### src/design/cas_defs.vh
`ifndef CAS_DEFS_VH
`define CAS_DEFS_VH

// Command byte: read flag in bit 7, register address in bits 6..0
`define CAS_CMD_RW_BIT      7
`define CAS_ADDR_PHASE      7'h40
`define CAS_ADDR_RATE       7'h50
`define CAS_ADDR_CFG        7'h60
`define CAS_ADDR_DATA       7'h70

// Register widths, which are also the transfer lengths per device
`define CAS_LEN_PHASE       7'd32
`define CAS_LEN_RATE        7'd16
`define CAS_LEN_CFG         7'd8
`define CAS_LEN_DATA        7'd96

// Reset values
`define CAS_PHASE_RST       32'h00000000
`define CAS_RATE_RST        16'h0000
`define CAS_CFG_RST         8'h00

// Configuration field positions
`define CAS_CFG_SHDN        7
`define CAS_CFG_RESET       6
`define CAS_CFG_EN24        5
`define CAS_CFG_XTALEN      4
`define CAS_CFG_FAULTDIS    3
`define CAS_CFG_PDBUF       2
`define CAS_CFG_WMASK       8'hFC

// Master-clock cycles per phase count, as a shift, and the phase field width
`define CAS_PHASE_SHIFT     5
`define CAS_PHASE_W         8

// Conversion result FIFO
`define CAS_FIFO_DEPTH      4
`define CAS_FIFO_AW         2

`endif

### src/design/cas_fifo.v
`timescale 1ns/1ps
module cas_fifo #(
  parameter W  = 96,
  parameter D  = 4,
  parameter AW = 2
) (
  // Clock and reset
  input  wire          clk,
  input  wire          rst,
  // Fill side
  input  wire          in_valid,
  input  wire [W-1:0]  in_data,
  output wire          in_ready,
  // Drain side
  output wire          out_valid,
  output wire [W-1:0]  out_data,
  input  wire          out_ready
);
  reg [W-1:0]  mem [0:D-1];
  reg [AW-1:0] wr_reg;
  reg [AW-1:0] rd_reg;
  reg [AW:0]   cnt_reg;
  reg          room_reg;
  wire         push;
  wire         pop;
  wire [AW:0]  cnt_next;

  assign push      = in_valid & room_reg;
  assign pop       = out_valid & out_ready;
  assign in_ready  = room_reg;
  assign out_valid = (cnt_reg != {(AW+1){1'b0}});
  assign out_data  = mem[rd_reg];
  assign cnt_next  = cnt_reg + {{AW{1'b0}}, push} - {{AW{1'b0}}, pop};

  always @(posedge clk) begin
    if (push) begin
      mem[wr_reg] <= in_data;
    end
  end

  always @(posedge clk) begin
    if (rst) begin
      wr_reg   <= {AW{1'b0}};
      rd_reg   <= {AW{1'b0}};
      cnt_reg  <= {(AW+1){1'b0}};
      room_reg <= 1'b1;
    end else begin
      if (push) begin
        wr_reg <= (wr_reg == D-1) ? {AW{1'b0}} : wr_reg + 1'b1;
      end
      if (pop) begin
        rd_reg <= (rd_reg == D-1) ? {AW{1'b0}} : rd_reg + 1'b1;
      end
      cnt_reg  <= cnt_next;
      room_reg <= (cnt_next != D);
    end
  end
endmodule // cas_fifo

### src/design/cas_phase.v
`timescale 1ns/1ps
`include "cas_defs.vh"
module cas_phase (
  // Clock and reset
  input  wire        clk,
  input  wire        rst,
  // Master-clock tick and controls
  input  wire        xin_tick,
  input  wire        realign,
  input  wire [15:0] rate,
  input  wire [31:0] phase,
  // Sampling strobes
  output reg  [3:0]  sample_reg
);
  reg  [15:0] cnt_reg;

  function [15:0] delay_of;
    input [`CAS_PHASE_W-1:0] ph;
    begin
      delay_of = {3'h0, ph, 5'h00};
    end
  endfunction

  always @(posedge clk) begin
    if (rst || realign) begin
      cnt_reg    <= 16'h0000;
      sample_reg <= 4'h0;
    end else begin
      sample_reg <= 4'h0;
      if (xin_tick) begin
        cnt_reg <= (cnt_reg >= rate) ? 16'h0000 : cnt_reg + 16'h0001;
        // Channel 0 sits in the top byte, channel 3 in the bottom
        sample_reg[0] <= (cnt_reg == delay_of(phase[31:24]));
        sample_reg[1] <= (cnt_reg == delay_of(phase[23:16]));
        sample_reg[2] <= (cnt_reg == delay_of(phase[15:8]));
        sample_reg[3] <= (cnt_reg == delay_of(phase[7:0]));
      end
    end
  end
endmodule // cas_phase

### src/design/cas_port.v
// Notes on behaviour
// - Clock idles high, first edge captures data
// - Phase 32, rate 16, config 8, data 96
// - Command: read flag MSB, seven-bit address
// - Input bit captured on serial clock fall
// - Output bit changes on serial clock rise
// - Both directions shift most significant bit first
// - Chip select high: ignore, output off
// - Operation takes effect at last rise
// - Early deselect discards the partial write
// - Upstream ready low: fall on fresh data
// - Chain enable and ready pins allow daisy-chaining
// - Phase, rate, config addresses read and write
// - Data register read-only, 96 bits each
// - Phase and config lengths scale per device
// - Rate always 16 bits, all devices
// - Default phase zero samples channels together
// - Each phase count delays 32 cycles
// - Channel 0 top byte, channel 3 bottom
// - Config holds six bits, resets to zero
// - Config reset bit restores others, realigns
// - Unread results are overwritten by new ones
`timescale 1ns/1ps
`include "cas_defs.vh"
module cas_port #(
  parameter DW = 96
) (
  // Clock and reset
  input  wire          clk,
  input  wire          rst,
  // Serial pins
  input  wire          cs_n,
  input  wire          sclk,
  input  wire          din,
  output reg           dout_reg,
  output reg           dout_oe_reg,
  // Cascade pins
  input  wire          chain_enable_in,
  output reg           chain_enable_out,
  input  wire          upstream_ready_n_in,
  output reg           ready_n_out,
  // Master clock pin
  input  wire          master_clock_in,
  // Conversion results from the core
  input  wire          conv_valid,
  input  wire [DW-1:0] conv_data,
  output wire          conv_ready,
  // Core controls
  output reg  [7:0]    config_out,
  output reg  [15:0]   rate_out,
  output wire [3:0]    ch_sample
);
  localparam ST_IDLE = 4'b0001;
  localparam ST_CMD  = 4'b0010;
  localparam ST_DATA = 4'b0100;
  localparam ST_SKIP = 4'b1000;

  // Pin synchronisers
  reg  [4:0]    s1_reg;
  reg  [4:0]    s2_reg;
  reg           sclk_d_reg;
  reg           xin_d_reg;
  wire          cs_s;
  wire          sclk_s;
  wire          din_s;
  wire          chain_s;
  wire          up_s;
  wire          fall;
  wire          rise;
  reg  [1:0]    x1_reg;

  // Transfer state
  reg  [3:0]    state_reg;
  reg  [6:0]    bit_reg;
  reg  [6:0]    cmd_reg;
  reg           rw_reg;
  reg  [3:0]    sel_reg;
  reg  [6:0]    len_reg;
  reg           done_reg;
  reg           pend_reg;
  reg  [31:0]   in_reg;
  reg  [DW-1:0] out_reg;
  wire          active;
  wire [7:0]    cmd_byte;

  // Registers
  reg  [31:0]   phase_reg;
  reg  [15:0]   rate_reg;
  reg  [7:0]    cfg_reg;
  reg  [DW-1:0] data_reg;
  reg           fresh_reg;
  reg           realign_reg;
  reg           xin_tick_reg;
  wire          f_valid;
  wire [DW-1:0] f_data;
  wire          f_pop;
  wire          reading_data;

  assign cs_s     = s2_reg[0];
  assign sclk_s   = s2_reg[1];
  assign din_s    = s2_reg[2];
  assign chain_s  = s2_reg[3];
  assign up_s     = s2_reg[4];
  assign fall     = sclk_d_reg & ~sclk_s;
  assign rise     = ~sclk_d_reg & sclk_s;
  assign cmd_byte = {cmd_reg, din_s};
  // Rate is shared by the whole chain; other registers wait their turn
  assign active   = ~chain_s | sel_reg[1];

  assign reading_data = state_reg[2] & sel_reg[3];
  // Results wait in the FIFO while the data register is being read
  assign f_pop = f_valid & ~reading_data;

  // Decode length of a command, zero when it is not accepted
  function [6:0] len_of;
    input [7:0] c;
    begin
      case (c[6:0])
        `CAS_ADDR_PHASE: len_of = `CAS_LEN_PHASE;
        `CAS_ADDR_RATE:  len_of = `CAS_LEN_RATE;
        `CAS_ADDR_CFG:   len_of = `CAS_LEN_CFG;
        `CAS_ADDR_DATA:  len_of = c[`CAS_CMD_RW_BIT] ? `CAS_LEN_DATA : 7'd0;
        default:         len_of = 7'd0;
      endcase
    end
  endfunction

  always @(posedge clk) begin
    if (rst) begin
      s1_reg     <= 5'h1F;
      s2_reg     <= 5'h1F;
      sclk_d_reg <= 1'b1;
      x1_reg     <= 2'h0;
      xin_d_reg  <= 1'b0;
    end else begin
      s1_reg     <= {upstream_ready_n_in, chain_enable_in, din, sclk, cs_n};
      s2_reg     <= s1_reg;
      sclk_d_reg <= sclk_s;
      x1_reg     <= {x1_reg[0], master_clock_in};
      xin_d_reg  <= x1_reg[1];
    end
  end

  always @(posedge clk) begin
    if (rst) begin
      xin_tick_reg <= 1'b0;
    end else begin
      xin_tick_reg <= x1_reg[1] & ~xin_d_reg;
    end
  end

  // Serial transfer engine
  always @(posedge clk) begin
    if (rst || cs_s) begin
      state_reg        <= ST_IDLE;
      bit_reg          <= 7'd0;
      cmd_reg          <= 7'd0;
      rw_reg           <= 1'b0;
      sel_reg          <= 4'h0;
      len_reg          <= 7'd0;
      done_reg         <= 1'b0;
      pend_reg         <= 1'b0;
      in_reg           <= 32'h00000000;
      out_reg          <= {DW{1'b0}};
      dout_reg         <= 1'b0;
      dout_oe_reg      <= 1'b0;
      chain_enable_out <= 1'b1;
    end else begin
      case (state_reg)
        ST_IDLE: begin
          state_reg <= ST_CMD;
          bit_reg   <= 7'd0;
        end
        ST_CMD: begin
          if (fall) begin
            cmd_reg <= {cmd_reg[5:0], din_s};
            bit_reg <= bit_reg + 7'd1;
            if (bit_reg == 7'd7) begin
              bit_reg <= 7'd0;
              rw_reg  <= cmd_byte[`CAS_CMD_RW_BIT];
              len_reg <= len_of(cmd_byte);
              sel_reg <= {cmd_byte[6:0] == `CAS_ADDR_DATA,
                          cmd_byte[6:0] == `CAS_ADDR_CFG,
                          cmd_byte[6:0] == `CAS_ADDR_RATE,
                          cmd_byte[6:0] == `CAS_ADDR_PHASE};
              case (cmd_byte[6:0])
                `CAS_ADDR_PHASE: out_reg <= {phase_reg, 64'h0};
                `CAS_ADDR_RATE:  out_reg <= {rate_reg, 80'h0};
                `CAS_ADDR_CFG:   out_reg <= {cfg_reg, 88'h0};
                default:         out_reg <= data_reg;
              endcase
              if (len_of(cmd_byte) == 7'd0) begin
                state_reg <= ST_SKIP;
              end else begin
                state_reg <= ST_DATA;
              end
            end
          end
        end
        ST_DATA: begin
          if (fall && active && !done_reg) begin
            in_reg  <= {in_reg[30:0], din_s};
            bit_reg <= bit_reg + 7'd1;
            if (bit_reg == len_reg - 7'd1) begin
              done_reg <= 1'b1;
              pend_reg <= ~rw_reg;
            end
          end
          if (rise) begin
            dout_oe_reg <= rw_reg & active & ~done_reg;
            if (rw_reg && active && !done_reg) begin
              dout_reg <= out_reg[DW-1];
              out_reg  <= {out_reg[DW-2:0], 1'b0};
            end
            if (pend_reg) begin
              pend_reg <= 1'b0;
            end
            if (done_reg && !sel_reg[1]) begin
              chain_enable_out <= 1'b0;
            end
          end
        end
        ST_SKIP: begin
          dout_oe_reg <= 1'b0;
        end
        default: begin
          state_reg <= ST_IDLE;
        end
      endcase
    end
  end

  // Register file, written only at the last rising edge of a full write
  always @(posedge clk) begin
    if (rst) begin
      phase_reg   <= `CAS_PHASE_RST;
      rate_reg    <= `CAS_RATE_RST;
      cfg_reg     <= `CAS_CFG_RST;
      realign_reg <= 1'b0;
    end else begin
      realign_reg <= 1'b0;
      if (!cs_s && state_reg[2] && rise && pend_reg) begin
        if (sel_reg[0]) begin
          phase_reg <= in_reg;
        end
        if (sel_reg[1]) begin
          rate_reg <= in_reg[15:0];
        end
        if (sel_reg[2]) begin
          if (in_reg[`CAS_CFG_RESET]) begin
            phase_reg   <= `CAS_PHASE_RST;
            rate_reg    <= `CAS_RATE_RST;
            cfg_reg     <= `CAS_CFG_RST | (8'h01 << `CAS_CFG_RESET);
            realign_reg <= 1'b1;
          end else begin
            cfg_reg <= in_reg[7:0] & `CAS_CFG_WMASK;
          end
        end
      end
    end
  end

  // Conversion results and data-ready
  always @(posedge clk) begin
    if (rst || realign_reg) begin
      data_reg    <= {DW{1'b0}};
      fresh_reg   <= 1'b0;
      ready_n_out <= 1'b1;
    end else begin
      if (f_pop) begin
        data_reg    <= f_data;
        fresh_reg   <= 1'b1;
        ready_n_out <= 1'b1;
      end else if (fresh_reg && !up_s) begin
        fresh_reg   <= 1'b0;
        ready_n_out <= 1'b0;
      end else if (reading_data) begin
        ready_n_out <= 1'b1;
      end
    end
  end

  // Controls handed to the core, one register stage behind the file
  always @(posedge clk) begin
    if (rst) begin
      config_out <= `CAS_CFG_RST;
      rate_out   <= `CAS_RATE_RST;
    end else begin
      config_out <= cfg_reg;
      rate_out   <= rate_reg;
    end
  end

  cas_fifo #(
    .W  (DW),
    .D  (`CAS_FIFO_DEPTH),
    .AW (`CAS_FIFO_AW)
  ) u_fifo (
    .clk       (clk),
    .rst       (rst),
    .in_valid  (conv_valid),
    .in_data   (conv_data),
    .in_ready  (conv_ready),
    .out_valid (f_valid),
    .out_data  (f_data),
    .out_ready (~reading_data)
  );

  cas_phase u_phase (
    .clk        (clk),
    .rst        (rst),
    .xin_tick   (xin_tick_reg),
    .realign    (realign_reg),
    .rate       (rate_out),
    .phase      (phase_reg),
    .sample_reg (ch_sample)
  );
endmodule // cas_port

### config.mk
export PLATFORM = sky130hd
export DESIGN_NAME = cas_port
export DESIGN_NICKNAME = d
export VERILOG_FILES = /design/src/design/cas_fifo.v /design/src/design/cas_phase.v /design/src/design/cas_port.v
export VERILOG_INCLUDE_DIRS = /design/src /design/src/design
export SDC_FILE = /design/constraint.sdc
export NUM_CORES = 1
export LEC_CHECK = 0
export ABC_CLOCK_PERIOD_IN_PS = 3320
export BUFFER_PORTS_ARGS = -buffer_cell sky130_fd_sc_hd__buf_2
export CORE_UTILIZATION = 55
export DETAILED_ROUTE_END_ITERATION = 12
export GPL_TIMING_DRIVEN = 0
export PLACE_DENSITY = 0.75
export SYNTH_ARGS = -nofsm -noshare
export SYNTH_HDL_FRONTEND = slang
export SYNTH_HIERARCHICAL = 1
export SYNTH_SLANG_ARGS = --single-unit
### constraint.sdc
create_clock -name clk -period 3.32 [get_ports clk]
set_clock_uncertainty 0.05 [all_clocks]
set_input_delay 0.166 -clock clk [delete_from_list [all_inputs] [get_ports clk]]
set_output_delay 0.166 -clock clk [all_outputs]
set_load 0.1 [all_outputs]
# Yosys cells after proc, flatten, opt, wreduce, memory -nomap -nowiden
# Memory sizes are Yosys's and may differ from the RTL's. A register that Yosys moved wholly into a read port is not among the register bits.
# Cells that the tools add are included.
# totals
regBits	289
ram_bits	384
in_bits	105
elab_cells	164
memories	1
# classes
add_sub_neg	7
n_lt_le_gt_ge	1
eq_ne	22
n_mux	43
bitwise	20
reduce_logical	37
# memory_table
name	words	word_bits	rd	rd_ports_with_merged_regs	write_ports	line_no	rtl
u_fifo.mem	4	96	1	1	1	cas_fifo.v:19	reg [W-1:0] mem [0:D-1];
# op_table
op	n
$mux 96	4
$pmux 96 s3	1
$pmux 96 s2	1
$mux 32	3
$eq 16x13->1	4
$mux 16	4
$mux 7	8
$eq 7x7->1 const B	4
$pmux 7 s4	1
$pmux 7 s3	1
$reduce_and 3->1	6
$add 16x1->16 const B	1
$ge 16x16->1	1
$mux 1	12
$mux 4	3
$pmux 4 s3	1
$not 1->1	11
$ne 2x2->1 const B	5
$logic_and 1x1->1	9
$and 1x1->1	8
$mux 8	1
$reduce_and 2->1	4
$reduce_bool 2->1	4
$add 7x1->7 const B	1
other kinds (22)	32

# Depth between registers and ports, before layout
# depth
depth_word	11
ltp_mapped	9

# Modules after synthesis
# Netlist, hierarchy kept.
# modules_own_cells
module	n_inst	cells_per_inst	area_per_inst_um2	seq_area_each_um2
cas_fifo	1	550	14371.3	11731.3
cas_port	1	1604	13364.1	7006.7
cas_phase	1	193	1612.8	400.4

# Least setup slack after synthesis
# Ideal clock, no wire load.
# synth_path
kind	register to register
startpoint	register u_fifo.room_reg, in the netlist u_fifo/in_ready
endpoint	memory u_fifo.mem[0][0], enable pin
setup_ns	0.466
t_arrival_ns	3.464
t_required_ns	2.804
slack_ns	-0.660
stages_incl_launch_ff	2
cell_sequence	dfxtp_1 and3_1
# synth_between
elab_chain_cells	3
# synth_rtl
element	line_no	rtl
start, declared	cas_fifo.v:23	reg room_reg;
start signal, assigned	cas_fifo.v:55	room_reg <= (cnt_next != D);
$and 1x1->1	cas_fifo.v:28	assign push = in_valid & room_reg;
$mux 1	cas_fifo.v:36	if (push) begin
$mux 1 (not written as such)	cas_fifo.v:37	mem[wr_reg] <= in_data;
end, declared	cas_fifo.v:19	
# No other way between the ends.

# Worst setup path in the final report
# layout_path
startpoint	register state_reg[2]
endpoint	register out_reg[30]
# layout_between
elab_chain_cells	3
word_cells_on_any_way	9
classes_between	eq/ne (6); mux (1); reduce/logical (2)
# layout_rtl
element	line_no	rtl
start, declared	cas_port.v:73	reg [3:0] state_reg;
start signal, assigned	cas_port.v:155	state_reg <= ST_IDLE;
start signal, assigned	cas_port.v:171	state_reg <= ST_CMD;
start signal, assigned	cas_port.v:193	state_reg <= ST_SKIP;
$eq 4x3->1 or $eq 4x2->1 (tied branches)	cas_port.v:169	case (state_reg)
$ne 2x2->1 (no source line) or $reduce_bool 2->1 (tied branches)	n/a	
$reduce_and 5->1 (no source line)	n/a	
end signal, assigned	cas_port.v:164	out_reg <= {DW{1'b0}};
end signal, assigned	cas_port.v:187	`CAS_ADDR_PHASE: out_reg <= {phase_reg, 64'h0};
end signal, assigned	cas_port.v:188	`CAS_ADDR_RATE: out_reg <= {rate_reg, 80'h0};
end, declared	cas_port.v:82	reg [DW-1:0] out_reg;
# Parallel ways exist; a longest one is shown, timed or not.
# A chain may end at the register's enable or synchronous reset.

==> flow_metrics.py <==
metrics = {
    "finish": {
        "area_delta_synth_final_pct": 17.9,
        "stdcell_area_um2": 34600,
        "layout-drive-gt1-share": 0.153,
        "largest_reg_flops": 384,
        "nNetsFinal": 2802,
        "fillCellCount": 3737,
    },
    "timing": {
        "finalCriticalPeriod_ns": 3.15,
        "slew_headroom": 0.272,
        "final_max_slew_viol_count": 0,
        "hold_viol_final": 0,
        "max_freq_mhz": 317,
        "setup_viol_count_final": 0,
        "finalCritPeriodShare": 0.950,
        "final.setup.worst_slack_ns": 0.165,
        "fin_setup_tns_ns": 0,
        "tightest_slew_ns": 1.09,
        "hold_slack_ns": 0.247,
        "rsz0062_at_grt": "false",
    },
    "global_routing": {
        "grt.total_usage": 0.258,
        "grt_max_degree": 57,
        "grt_pass1_wl_um": 108000,
        "grt_pass1_vias": 19700,
        "grt-ovfl-total": 0,
        "antenna_found_initial": 5,
    },
    "floorplan": {
        "io_pins": 138,
        "rows": 84,
        "dieArea_um2": 54300,
        "start_util": 0.557,
        "dieHeight_um": 233,
        "fp.coreArea_um2": 52700,
        "dieWidth_um": 233,
    },
    "place": {
        "port_buffers": 135,
        "routabilityCongestion": 0.965,
        "placed_cell_area_um2": 31000,
        "dp_hpwl_um": 45800,
        "place_ws_ns": 0.350,
    },
    "synth": {
        "seq_area_frac_synth": 0.652,
        "synthFlopType": "edfxtp_1",
        "synth_top_area_cell": "edfxtp_1",
        "synthTopCellsByCount": "nand2_1 (406), edfxtp_1 (384), dfxtp_1 (380)",
        "synth_top_area_share": 0.393,
        "yosys_warnings": 6,
        "yosysUniqueCellTypes": 69,
        "synth.most_common_cell": "nand2_1",
        "synth-edff-count": 384,
        "synthArstFlopShare": 0,
        "ys_ff_latch": 764,
        "avgSynthCellArea_um2": 12.5,
        "yosys-top-cells-area": "edfxtp_1 (39%), dfxtp_1 (26%), mux4_2 (7.4%)",
        "netlist_area_um2": 29300,
        "netlist_instances": 2347,
    },
    "clock_network": {
        "clock_path_buffers": 3,
        "cts_made_buffers": 75,
        "path_clk_slew_ns": 0.06,
        "cts.repair.resized": 0,
        "clock-sinks": 764,
        "cts_tree": "built",
        "cts-root-buf": "clkbuf_16",
        "insertion_delay_ns": 0.62,
        "htreeDepth": 3,
    },
    "drt": {
        "wl_per_cell_um": 20.2,
        "wl_um": 69000,
        "drc": 0,
        "firstDrtPassIters": 6,
        "vias_per_cell": 5.80,
        "drt_iter0_markers": 1711,
        "dr_total_vias": 19800,
        "ant_nets": 0,
    },
    "worst_setup_path": {
        "required_ns": 3.81,
        "worstPathMaxFanout": 10,
        "arrival_ns": 3.65,
        "critical_path_class": "register to register",
        "critPathCaptureType": "register",
        "start_kind": "register",
    },
    "power_and_ir_drop": {
        "vdd_drop_max_v": 0.000504,
        "p_per_area_nw_per_um2": 715,
        "leakage_nw": 12.0,
    },
    "outcome": {
        "status": "finished, final reports clean",
    },
    "worst_hold_path": {
        "worstHoldPathType": "primary input to register",
    },
    "run": {
        "drv_cap": 0,
    },
}
==> final cells by class <==
| type | count | area, um^2 | area share |
|---|---|---|---|
| sequential | 764 | 19100 | 0.553 |
| antenna | 3 | 7.51 | 0.000217 |
| tap | 688 | 861 | 0.0249 |
| timing repair buffer | 244 | 1850 | 0.0536 |
| multi-input combinational | 1385 | 9350 | 0.270 |
| clock inverter | 33 | 327 | 0.00943 |
| inverter | 36 | 135 | 0.00390 |
| clock buffer | 106 | 2190 | 0.0633 |
| buffer | 163 | 744 | 0.0215 |
==> report_power, final <==
part	switching, mW	total, mW	internal, mW	leakage [nW]
clock network	3.54	8.57	5.02	1.25
logic	2.69	4.79	2.10	4.18
registers	0.464	11.4	10.9	6.61
==> cells in the final DEF (no fill, tap or decap), drive strengths merged, types with 42 or more instances in the layout <==
master       instances
o21ai               99
dfxtp              380
clkbuf             231
nor2               150
a221oi              91
xnor2               42
dlygate4sd3        104
mux4                96
a21oi              196
nand2              406
edfxtp             384
buf                178
==> path summary, 6_finish.rpt <==
kind / end / depth (start not counted) / slack, ns / start
max: out_reg[30] / 7 / 0.17 / state_reg[2]
min: u_fifo/mem[3][78] / 2 / 0.25 / conv_data[78]
max reg2reg: out_reg[30] / 7 / 0.17 / state_reg[2]
min reg2reg: xin_tick_reg / 1 / 0.33 / xin_d_reg
==> per-stage QoR <==
stage,cells,power (mW),utilization
4_1_cts,3419,24.9,0.657
5_1_grt,3421,25.8,0.657
3_5_place_dp,3176,16.3,0.590
3_3_place_gp,3171,16.1,0.587
6_report,3422,24.8,0.657
2_1_floorplan,2348,14.9,-
==> repair_timing <==
action / in CTS / in global routing
setup buffers: 0 / 0
hold buffers: 104 / 0
endpoints found under the hold margin: 393 / 0
==> layer usage <==
layer	vias to the layer above	GRT usage	wire, um
met2	719	0.436	33900
met1	9765	0.333	28600
met5	-	0	30
met3	142	0.0482	4460
met4	6	0.0870	2020
li1	9208	-	-
==> critical path: stages, from the launching register on <==
cell	delay [ns]
dfxtp_1	0.46
nor4b_2	0.73
and2_1	0.34
a22o_1	0.21
clkbuf_1	0.52
clkbuf_1	0.42
o21ai_0	0.18
nor2_1	0.17
==> kinds of logic (layout without fill, tap and decap cells) <==
logic type	count (synthesis)	count (layout)	share of synthesized area
adder cells (fa/ha/maj)	28	28	0.0122
AND/OR/NAND/NOR	722	722	0.108
XOR/XNOR	60	60	0.0184
other	1	5	0.000128
multiplexers	123	123	0.0829
flip-flops	764	764	0.652
buffers and inverters	199	582	0.0300
AO/OA/AOI/OAI	450	450	0.0959
No activity file was read; power rests on OpenSTA's default activity.
